--- config.mk ---
export PLATFORM = sky130hd
export DESIGN_NAME = sdram_memory_end_flat
export DESIGN_NICKNAME = d
export VERILOG_FILES = /design/src/hw/sdram_timing_pkg.sv /design/src/hw/sdram_link_if.sv /design/src/hw/sdram_memory_end.sv /design/src/flat_wrapper.sv
export VERILOG_INCLUDE_DIRS = /design/src /design/src/hw
export SDC_FILE = /design/constraint.sdc
export NUM_CORES = 1
export LEC_CHECK = 0
export ABC_AREA = 1
export BUFFER_PORTS_ARGS = -buffer_cell sky130_fd_sc_hd__buf_2
export CAP_MARGIN = 20
export CORE_UTILIZATION = 30
export DETAILED_ROUTE_END_ITERATION = 6
export PLACE_DENSITY = 0.45
export SLEW_MARGIN = 10
export SYNTH_ARGS = -nofsm -noshare
export SYNTH_HDL_FRONTEND = slang
export SYNTH_SLANG_ARGS = --single-unit
--- constraint.sdc ---
create_clock -name clk -period 3.5 [get_ports clk]
set_input_delay 0.175 -clock clk [delete_from_list [all_inputs] [get_ports clk]]
set_output_delay 0.175 -clock clk [all_outputs]
set_load 0.05 [all_outputs]
--- src/hw/sdram_timing_cfg.svh ---
`ifndef SDRAM_TIMING_CFG_SVH
`define SDRAM_TIMING_CFG_SVH
// Cycle counts between commands
`define COLUMN_CMD_SPACING        1
`define SUSPEND_ENTRY_DELAY       1
`define SUSPEND_EXIT_DELAY        1
`define WRITE_MASK_LATENCY        0
`define READ_MASK_FLOAT_LATENCY   2
`define WRITE_DATA_DELAY          0
`define WRITE_TO_ACTIVATE_GAP     5
`define WRITE_TO_ACTIVATE_GAP_100 4
`define WRITE_TO_PRECHARGE_GAP    2
`define WRITE_TO_STOP_GAP         1
`define WRITE_TO_COLUMN_GAP       1
`define MODE_LOAD_GAP             3
`define PRECHARGE_FLOAT_CL3       3
`define PRECHARGE_FLOAT_CL2       2
`define REGISTER_STAGE            1
// Power-up wait
`define INIT_WAIT_US              100
`define CLK_MHZ                   25
`define INIT_WAIT_CYCLES          (`INIT_WAIT_US * `CLK_MHZ)
`define INIT_REFRESH_COUNT        2
// Refresh: 8192 rows in 64 ms
`define REFRESH_ROWS              8192
`define REFRESH_PERIOD_MS         64
`define REFRESH_INTERVAL_CYCLES   ((`REFRESH_PERIOD_MS * 1000 * `CLK_MHZ) / `REFRESH_ROWS)
// Auto-precharge settle after write, 7.5 ns rounded up
`define AP_SETTLE_PS              7500
`define CLK_PERIOD_PS             40000
`define AP_SETTLE_CYCLES          ((`AP_SETTLE_PS + `CLK_PERIOD_PS - 1) / `CLK_PERIOD_PS)
`endif

--- src/hw/sdram_timing_pkg.sv ---
package sdram_timing_pkg;
   // Command code {cs_n, ras_n, cas_n, we_n}
   typedef enum logic [3:0] {
      CMD_INHIBIT   = 4'h8,
      CMD_NOP       = 4'h7,
      CMD_ACTIVE    = 4'h3,
      CMD_READ      = 4'h5,
      CMD_WRITE     = 4'h4,
      CMD_STOP      = 4'h6,
      CMD_PRECHARGE = 4'h2,
      CMD_REFRESH   = 4'h1,
      CMD_MODE_LOAD = 4'h0
   } cmd_t;
endpackage : sdram_timing_pkg
--- src/hw/sdram_link_if.sv ---
`timescale 1ns/1ps
`default_nettype none
interface sdram_link_if #(parameter int DW = 16, parameter int AW = 13);
   logic          cs_n;
   logic          ras_n;
   logic          cas_n;
   logic          we_n;
   logic          cke;
   logic [AW-1:0] addr;
   logic [1:0]    bank;
   logic          dqm;
   logic [DW-1:0] dq_ctl;
   logic          dq_ctl_oe;
   logic [DW-1:0] dq_mem;
   logic          dq_mem_oe;
   wire  [DW-1:0] dq = dq_mem_oe ? dq_mem : dq_ctl;
   modport memory (input cs_n, ras_n, cas_n, we_n, cke, addr, bank, dqm, dq_ctl, dq_ctl_oe,
                   output dq_mem, dq_mem_oe);
   modport controller (output cs_n, ras_n, cas_n, we_n, cke, addr, bank, dqm, dq_ctl, dq_ctl_oe,
                       input dq_mem, dq_mem_oe);
endinterface : sdram_link_if
`default_nettype wire

--- src/hw/sdram_memory_end.sv ---
`timescale 1ns/1ps
`default_nettype none
`include "sdram_timing_cfg.svh"
// How it works
// - Column commands may come every clock
// - Low clock enable suspends one clock later
// - High clock enable resumes one clock later
// - Write mask blocks same-cycle data
// - Read mask floats data two clocks later
// - First write data rides with command
// - Auto-precharge write waits 5/4 before activate
// - Two clocks from last data to precharge
// - Burst stop one clock after data
// - New column command one clock after data
// - Mode load needs two clocks before activate
// - Three clocks preferred after mode load
// - Precharge floats read data after CAS latency
// - Wait 100 us, two refreshes first
// - Repeat wake-up refreshes after missed refresh
// - Clock stays constant during accesses
// - Use clock enable to slow data
// - Auto precharge starts after 7.5 ns
// - Registered inputs add one clock
// - Refresh 8192 rows within 64 ms
module sdram_memory_end #(
   parameter int DW    = 16,
   parameter int AW    = 13,
   parameter int COLW  = 9,
   parameter int DEPTH = 64
) (
   // Clock and reset
   input  wire logic          clk,
   input  wire logic          rst_n,
   // Link
   sdram_link_if.memory       link,
   // Status
   output var  logic          suspended,
   output var  logic          ready,
   output var  logic          ap_pending
);
   import sdram_timing_pkg::*;

   // Input register stage, the extra clock
   logic          r_cke;
   logic [3:0]    r_cmd;
   logic [AW-1:0] r_addr;
   logic [1:0]    r_bank;
   logic          r_dqm;
   logic [DW-1:0] r_din;
   always_ff @(posedge clk or negedge rst_n) begin
      if (!rst_n) begin
         r_cke  <= 1'b0;
         r_cmd  <= 4'h7;
         r_addr <= '0;
         r_bank <= '0;
         r_dqm  <= 1'b1;
         r_din  <= '0;
      end else begin
         r_cke  <= link.cke;
         r_cmd  <= {link.cs_n, link.ras_n, link.cas_n, link.we_n};
         r_addr <= link.addr;
         r_bank <= link.bank;
         r_dqm  <= link.dqm;
         r_din  <= link.dq_ctl;
      end
   end

   // Clock enable seen last cycle gates this cycle
   logic cke_prev;
   always_ff @(posedge clk or negedge rst_n) begin
      if (!rst_n) cke_prev <= 1'b0;
      else        cke_prev <= r_cke;
   end
   wire logic run = cke_prev;

   // Command decode
   wire cmd_t cmd         = cmd_t'(r_cmd);
   wire logic is_active   = run && (cmd == CMD_ACTIVE);
   wire logic is_read     = run && (cmd == CMD_READ);
   wire logic is_write    = run && (cmd == CMD_WRITE);
   wire logic is_stop     = run && (cmd == CMD_STOP);
   wire logic is_pre      = run && (cmd == CMD_PRECHARGE);
   wire logic is_refresh  = run && (cmd == CMD_REFRESH) && r_cke;
   wire logic is_mode     = run && (cmd == CMD_MODE_LOAD);

   // Mode register fields
   logic [2:0] burst_code;
   logic [1:0] cas_lat;
   always_ff @(posedge clk or negedge rst_n) begin
      if (!rst_n) begin
         burst_code <= 3'h0;
         cas_lat    <= 2'h3;
      end else if (is_mode) begin
         burst_code <= r_addr[2:0];
         cas_lat    <= (r_addr[6:4] == 3'h2) ? 2'h2 : 2'h3;
      end
   end
   wire logic [3:0] burst_len = (burst_code == 3'h0) ? 4'h1 :
                                (burst_code == 3'h1) ? 4'h2 :
                                (burst_code == 3'h2) ? 4'h4 : 4'h8;

   // Wake-up refresh counter
   logic [1:0] wake_refreshes;
   always_ff @(posedge clk or negedge rst_n) begin
      if (!rst_n)
         wake_refreshes <= 2'h0;
      else if (is_refresh && wake_refreshes != 2'(`INIT_REFRESH_COUNT))
         wake_refreshes <= wake_refreshes + 2'h1;
   end

   // Storage and row state per bank
   logic [DW-1:0] mem [DEPTH];
   logic [AW-1:0] open_row [4];
   logic [COLW-1:0] col;
   logic [1:0]    burst_bank;
   logic [3:0]    burst_left;
   logic          burst_wr;
   logic          burst_ap;
   wire  logic    col_cmd    = is_read || is_write;
   wire  logic    burst_live = (burst_left != 4'h0) && run;
   wire  logic [COLW-1:0] cur_col = col_cmd ? r_addr[COLW-1:0] : col;
   wire  logic [1:0]      cur_bank = col_cmd ? r_bank : burst_bank;
   wire  logic            cur_wr = col_cmd ? is_write : burst_wr;
   wire  logic            beat = col_cmd || burst_live;
   localparam int IW = $clog2(DEPTH);
   wire  logic [IW-1:0]   idx = IW'({open_row[cur_bank], cur_bank, cur_col});

   // Burst sequencer; new column command cuts the old burst
   always_ff @(posedge clk or negedge rst_n) begin
      if (!rst_n) begin
         col        <= '0;
         burst_bank <= 2'h0;
         burst_left <= 4'h0;
         burst_wr   <= 1'b0;
         burst_ap   <= 1'b0;
      end else if (col_cmd) begin
         col        <= r_addr[COLW-1:0] + COLW'(1);
         burst_bank <= r_bank;
         burst_left <= burst_len - 4'h1;
         burst_wr   <= is_write;
         burst_ap   <= r_addr[10];
      end else if (is_stop || is_pre) begin
         burst_left <= 4'h0;
      end else if (burst_live) begin
         col        <= col + COLW'(1);
         burst_left <= burst_left - 4'h1;
      end
   end

   // Open rows
   always_ff @(posedge clk) begin
      if (is_active)
         open_row[r_bank] <= r_addr;
   end

   // Write path, data with the command, masked same cycle
   always_ff @(posedge clk) begin
      if (beat && cur_wr && !r_dqm)
         mem[idx] <= r_din;
   end

   // Auto-precharge settle after last write beat
   logic [3:0] ap_count;
   wire  logic cur_ap       = col_cmd ? r_addr[10] : burst_ap;
   wire  logic cur_last     = col_cmd ? (burst_len == 4'h1) : (burst_left == 4'h1);
   wire  logic last_wr_beat = beat && cur_wr && cur_ap && cur_last;
   always_ff @(posedge clk or negedge rst_n) begin
      if (!rst_n)
         ap_count <= 4'h0;
      else if (last_wr_beat)
         ap_count <= 4'(1 + `AP_SETTLE_CYCLES);
      else if (ap_count != 4'h0)
         ap_count <= ap_count - 4'h1;
   end

   // Read pipeline, length set by CAS latency
   logic [DW-1:0] rd_data [3];
   logic [2:0]    rd_valid;
   // Precharge drops the beat of its own cycle; beats in flight still leave
   wire  logic    rd_beat = beat && !cur_wr && !is_pre;
   always_ff @(posedge clk or negedge rst_n) begin
      if (!rst_n) begin
         rd_valid <= 3'h0;
      end else if (run) begin
         rd_valid <= {rd_valid[1:0], rd_beat};
      end
   end
   always_ff @(posedge clk) begin
      if (run) begin
         rd_data[0] <= mem[idx];
         rd_data[1] <= rd_data[0];
         rd_data[2] <= rd_data[1];
      end
   end
   wire logic [1:0] tap = (cas_lat == 2'h2) ? 2'h0 : 2'h1;

   // Read mask, one stage here plus the output register
   logic mask_pipe;
   always_ff @(posedge clk or negedge rst_n) begin
      if (!rst_n) mask_pipe <= 1'b1;
      else        mask_pipe <= r_dqm;
   end

   // Output drive
   always_ff @(posedge clk or negedge rst_n) begin
      if (!rst_n) begin
         link.dq_mem    <= '0;
         link.dq_mem_oe <= 1'b0;
      end else begin
         link.dq_mem    <= rd_data[tap];
         link.dq_mem_oe <= rd_valid[tap] && !mask_pipe;
      end
   end

   // Status flags
   always_ff @(posedge clk or negedge rst_n) begin
      if (!rst_n) begin
         suspended  <= 1'b1;
         ready      <= 1'b0;
         ap_pending <= 1'b0;
      end else begin
         suspended  <= !r_cke;
         ready      <= (wake_refreshes == 2'(`INIT_REFRESH_COUNT));
         ap_pending <= (ap_count != 4'h0);
      end
   end
endmodule : sdram_memory_end
`default_nettype wire

--- src/flat_wrapper.sv ---
// flat-port wrapper written by rule: the top's interface ports become plain ports
module sdram_memory_end_flat import sdram_timing_pkg::*;
#(
   parameter int DW    = 16,
   parameter int AW    = 13,
   parameter int COLW  = 9,
   parameter int DEPTH = 64
)
  (clk, rst_n, suspended, ready, ap_pending, link_cs_n, link_ras_n, link_cas_n, link_we_n, link_cke, link_addr, link_bank, link_dqm, link_dq_ctl, link_dq_ctl_oe, link_dq_mem, link_dq_mem_oe);
  sdram_link_if #(.DW(DW), .AW(AW)) link_i ();
  input  wire logic clk;
  input  wire logic rst_n;
  output var  logic suspended;
  output var  logic ready;
  output var  logic ap_pending;
  input wire logic [$bits(link_i.cs_n)-1:0] link_cs_n;
  input wire logic [$bits(link_i.ras_n)-1:0] link_ras_n;
  input wire logic [$bits(link_i.cas_n)-1:0] link_cas_n;
  input wire logic [$bits(link_i.we_n)-1:0] link_we_n;
  input wire logic [$bits(link_i.cke)-1:0] link_cke;
  input wire logic [$bits(link_i.addr)-1:0] link_addr;
  input wire logic [$bits(link_i.bank)-1:0] link_bank;
  input wire logic [$bits(link_i.dqm)-1:0] link_dqm;
  input wire logic [$bits(link_i.dq_ctl)-1:0] link_dq_ctl;
  input wire logic [$bits(link_i.dq_ctl_oe)-1:0] link_dq_ctl_oe;
  output wire logic [$bits(link_i.dq_mem)-1:0] link_dq_mem;
  output wire logic [$bits(link_i.dq_mem_oe)-1:0] link_dq_mem_oe;
  assign link_i.cs_n = link_cs_n;
  assign link_i.ras_n = link_ras_n;
  assign link_i.cas_n = link_cas_n;
  assign link_i.we_n = link_we_n;
  assign link_i.cke = link_cke;
  assign link_i.addr = link_addr;
  assign link_i.bank = link_bank;
  assign link_i.dqm = link_dqm;
  assign link_i.dq_ctl = link_dq_ctl;
  assign link_i.dq_ctl_oe = link_dq_ctl_oe;
  assign link_dq_mem = link_i.dq_mem;
  assign link_dq_mem_oe = link_i.dq_mem_oe;
  sdram_memory_end #(.DW(DW), .AW(AW), .COLW(COLW), .DEPTH(DEPTH)) u_core (.clk(clk), .rst_n(rst_n), .link(link_i), .suspended(suspended), .ready(ready), .ap_pending(ap_pending));
endmodule
* After elaboration in Yosys (flattened, before gate mapping)
Memory sizes are Yosys's and may differ from the RTL's. A register that Yosys moved wholly into a read port is not among the register bits.
Index checks and enable logic that the tools add are counted.
** Storage, ports and cells
- Bits of input ports :: 40
- Memory bits (writable) :: 1072
- Bits in registers :: 68
- Output and inout bits :: 20
- Memories kept :: 2
- Logic and storage cells :: 99
** Cells by class
- Multiplexer cells :: 23
- $lt $le $gt $ge :: 1
- Add/subtract/negate cells :: 6
- Eq/ne operators :: 14
- Reductions and logical operators :: 33
** Memories
- u_core.mem :: depth 64, bits a word 16, rd ports 1, clocked after memory_dff 0, wr ports 1, RTL line sdram_memory_end.sv:112 : logic [DW-1:0] mem [DEPTH];
- u_core.rd_data :: depth 3, bits a word 16, rd ports 3, clocked after memory_dff 1, wr ports 3, RTL line sdram_memory_end.sv:177 : logic [DW-1:0] rd_data [3];
** Operators by type and width (number)
- two-way mux 4 bit :: 8
- two-way mux 9 bit :: 3
- adder 9 x 1 -> 9 bit, second input constant :: 2
- logical AND 1 bit :: 16
- equality test 4 x 1 -> 1 bit, second input constant :: 3
- equality test 4 x 3 -> 1 bit, second input constant :: 3
- subtractor 4 x 1 -> 4 bit, second input constant :: 3
- two-way mux 1 bit :: 10
- nonzero test 4 bit :: 2
- equality test 3 x 2 -> 1 bit, second input constant :: 2
- logical NOT 1 bit :: 6
- two-way mux 6 bit :: 1
- equality test 2 bit, second input constant :: 2
- equality test 4 x 2 -> 1 bit, second input constant :: 1
- logical NOT 4 bit :: 1
- nonzero test 2 bit :: 2
- equality test 3 x 1 -> 1 bit, second input constant :: 1
- logical NOT 3 bit :: 1
- logical OR 1 bit :: 3
- less-than comparator 2 x 3 -> 1 bit, second input constant :: 1
- nonzero test 3 bit :: 1
- adder 2 x 1 -> 2 bit, second input constant :: 1
- binary-select mux 1 bit (select 2 bit) :: 1
- inequality test 2 x 1 -> 1 bit, second input constant :: 1
- 2 further kinds :: 2

* Longest topological paths before layout
- Depth in word-level cells :: 8
- Gate-level depth with buffers :: 15
- Mapped depth without buffers :: 12

* Worst setup path after synthesis
Ideal clock, no wire load.
- Path kind :: flip-flop to flip-flop
- From :: reg u_core.cke_prev
- To :: mem u_core.mem[58][0], enable pin
- Setup slack :: 0.003 ns
- Arrival :: 3.109 ns
- Data required time :: 3.112 ns
- Cell stages (with the launch flop) :: 12
- Buffers on the path :: 3
- Clock period less this slack :: 3.497 ns
- Library setup time :: 0.388 ns
- Cells stage by stage :: dfrtp_1 > inv_2 > nor2_4 > nand2_4 > buf_6 > nand2_1 > nand2_2 > nor2_4 > buf_4 > buf_2 > nand3_1 > nor2_1
** Between the ends
- Word-level cells in the longest chain between the ends :: 7
- Elaborated cells on any way between the ends :: 11
- Classes of those cells :: mux: 4; reduce/logical: 7
** RTL lines
- start, declared :: RTL line sdram_memory_end.sv:69 : logic cke_prev;
- start signal, assigned :: RTL line sdram_memory_end.sv:72 : else cke_prev <= r_cke;
- logical AND 1 bit, on equally long branches :: RTL line sdram_memory_end.sv:79, sdram_memory_end.sv:80
- logical OR 1 bit :: RTL line sdram_memory_end.sv:119 : wire logic col_cmd = is_read || is_write;
- two-way mux 1 bit / logical OR 1 bit (equally long branches) :: RTL line sdram_memory_end.sv:123, sdram_memory_end.sv:124
- logical AND 1 bit (2 in series) :: RTL line sdram_memory_end.sv:158 : if (beat && cur_wr && !r_dqm)
- two-way mux 1 bit :: RTL line sdram_memory_end.sv:158
- two-way mux 1 bit (not written as such) :: RTL line sdram_memory_end.sv:159 : mem[idx] <= r_din;
- end, declared :: RTL line sdram_memory_end.sv:112
Parallel ways exist; a longest one is shown, timed or not.

==> impl_metrics.yaml <==
detailed_routing:
  vias_per_cell: 4.32
  num_vias: 30400
  drt_iter0_markers: 2172
  drcViolationCount: 0
  antenna_left: 0
  wirelength_um: 134000
  avgRoutedWirePerCell_um: 18.9
  dr.pass1.iters: 5
sta:
  rsz0062_at_grt: "no"
  clock_skew_ps: 25.4
  tns_ps: 0
  min_period_over_period: 0.945
  relSlewSlack: 0.353
  drv_slew: 0
  hold_viol: 0
  fin_crit_ps: 3310
  worst_slew_pin_slew_ps: 971
  timing.final.ws_setup_ps: 192
  finalHoldWorstSlack_ps: 86.3
  maxClockFrequency_ghz: 0.302
  setup_violations: 0
logic_synthesis:
  yosys_register_bits: 1132
  synth_fp_nets: 4660
  synth_top_area_share: 0.659
  synth_most_common_cell: "nand2_1"
  synth_flop_cell: "edfxtp_1"
  yosys-top-cells-area: "edfxtp_1 66%, nand2_1 11%, inv_1 7.9%"
  synth-edff-count: 1056
  synth_top_cell_by_area: "edfxtp_1"
  synthArstFlopShare: 0.0671
  synth.top_cells.by_count: "1,407 x nand2_1, 1,056 x edfxtp_1, 1,008 x inv_1"
  synth_cell_types: 37
  syn_inst: 4614
  syn_area_per_cell_sq_um: 10.4
  ys_seq_area_frac: 0.699
  yosysWarnings: 0
  synth_area_sq_um: 48100
global_routing:
  grt.total_usage: 0.164
  antenna_found_initial: 7
  grt_max_degree: 88
  grt_pass1_vias: 28600
  grt_pass1_wl_um: 195000
  grt.overflow.total: 0
die:
  rows: 146
  die_x_um: 403
  core_area_sq_um: 159000
  boundaryPins: 60
  die_area_sq_um: 162000
  start_util: 0.303
  die_h_um: 403
outcome:
  outcome: "finished, final reports clean"
clocking:
  cts.sinks: 1132
  clock_latency_ps: 750
  cts_tree: "yes"
  clk_path_buf_depth: 3
  clk_pin_slew_ps: 60
  h-tree-depth: 3
  cts_root_buf: "clkbuf_16"
  numCtsBuffers: 121
power:
  p_leak_nw: 24.5
  design_power_total_mw: 39.2
  vdd_drop_max_v: 0.000432
  power-per-cell-area_nw_per_um2: 694
placed_design:
  hpwl_um: 81200
  place_ws_ps: 50.1
  place_congestion: 0.795
  postPlaceCellArea_sq_um: 52200
  portBuffers: 51
setup_path:
  cpPeakStageDelay_ps: 540
  crit_chain: "nand2_1, nor2_4, nand2_1, nand2_8, buf_12, buf_12, nand2_1, nand3_1, o21ai_0, o21ai_0, nand2_1, nor2_1, nand2_1"
  critPathMostFrequentCell: "nand2_1"
  cp_max_fo: 26
  slowest_stage: "dfstp_2"
  path_class: "reg -> reg"
  arrival_ps: 3780
  r2r_cells: 13
  startpoint_type: "flop"
  crit_path_end_kind: "flop"
  worstPathRequired_ps: 3970
cells_and_area:
  nFillCells: 15800
  final_design_area_no_fill_sq_um: 56500
  drive_above_1_share: 0.105
  syn_to_final_growth_pct: 17.3
  fin_nets: 4911
run:
  drv_cap: 0
min_path:
  hold_path_class: "in -> reg"
  min_path_cells: 2
==> routing by layer <==
metal / track usage / routed length, um
met1: 0.227 / 62000
met2: 0.262 / 61300
met3: 0.0224 / 6260
met4: 0.0586 / 3960
met5: 0 / 0
==> worst max-delay path, delay by kind of cell (launching register included) <==
family                 cells  cell delay, ps
AOI/OAI and AO/OA          2             550
and+or+nand+nor            9            1500
DFF                        1             540
buffers and inverters      2             420
==> through the flow <==
| step | utilization | std cells |
|---|---|---|
| after detailed placement | 0.329 | 6780 |
| after global routing | 0.356 | 7044 |
| after global placement | 0.329 | 6780 |
| after floorplan | - | 4614 |
| final | 0.356 | 7046 |
| after CTS | 0.355 | 7041 |
==> flip-flops by register name, summed over array words and instances (netlist names), 2 cells and up <==
signal / cells
u_core.cmd: 4
u_core.ap_count: 4
u_core.wake_refreshes: 2
u_core.r_din: 16
u_core.rd_data: 32
u_core.rd_valid: 2
u_core.link.dq_mem: 16
u_core.mem: 1024
u_core.burst_code: 3
u_core.burst_left: 4
u_core.col: 6
u_core.r_addr: 8
==> area by class of cell <==
class                      instances  area (sq um)  area share
sequential                      1132         33600       0.596
tap                             2072          2590      0.0459
multi-input combinational       2279          9750       0.173
timing repair buffer             309          2780      0.0493
inverter                        1022          3840      0.0680
antenna                            2          5.00   0.0000886
clock inverter                    71           576      0.0102
clock buffer                     159          3280      0.0580
==> placed cells by master (no fill, tap or decap), types with 50 or more instances in the layout <==
| cell | instances |
|---|---|
| buf_2 | 50 |
| inv_1 | 1008 |
| edfxtp_1 | 1056 |
| nand3_1 | 472 |
| buf_4 | 187 |
| clkbuf_16 | 125 |
| o21ai_0 | 131 |
| o21ai_1 | 52 |
| dfrtp_1 | 52 |
| nor2_1 | 133 |
| nand2_1 | 1407 |
==> where the power goes <==
group	switching [mW]	total (mW)	internal [mW]
registers	0.387	15.7	15.4
logic	7.84	10.9	3.08
clock network	5.37	12.5	7.15
total	13.6	39.2	25.6
==> path summary, 6_finish.rpt <==
check / from / slack [ps] / end
max: u_core.cmd[2] / 190 / u_core.rd_data[0][13]
min in group asynchronous: rst_n / 440 / u_core.burst_left[2]
max in group asynchronous: rst_n / 2440 / u_core.cas_lat[0]
max reg2reg: u_core.cmd[2] / 190 / u_core.rd_data[0][13]
min: link_dq_ctl[12] / 90 / u_core.r_din[12]
min reg2reg: u_core.r_dqm / 390 / u_core.mask_pipe
==> what timing repair did <==
| item | in CTS | in global routing |
|---|---|---|
| endpoints found under the setup margin | 0 | 2 |
| hold buffers | 31 | 1 |
| setup buffers | 0 | 0 |
| endpoints found under the hold margin | 99 | 23 |
| resized for setup | 0 | 2 |
==> cell families (layout without fill, tap and decap cells) <==
group / Yosys count / count (layout) / synth area share
and+or+nand+nor: 2058 / 2058 / 0.176
other: 0 / 2 / 0
adders and majority gates: 6 / 6 / 0.00156
xor gates and xnor gates: 3 / 3 / 0.000546
DFF: 1132 / 1132 / 0.699
buffers and inverters: 1203 / 1561 / 0.100
AOI/OAI and AO/OA: 212 / 212 / 0.0236
Power figures use the tool's default switching activity.
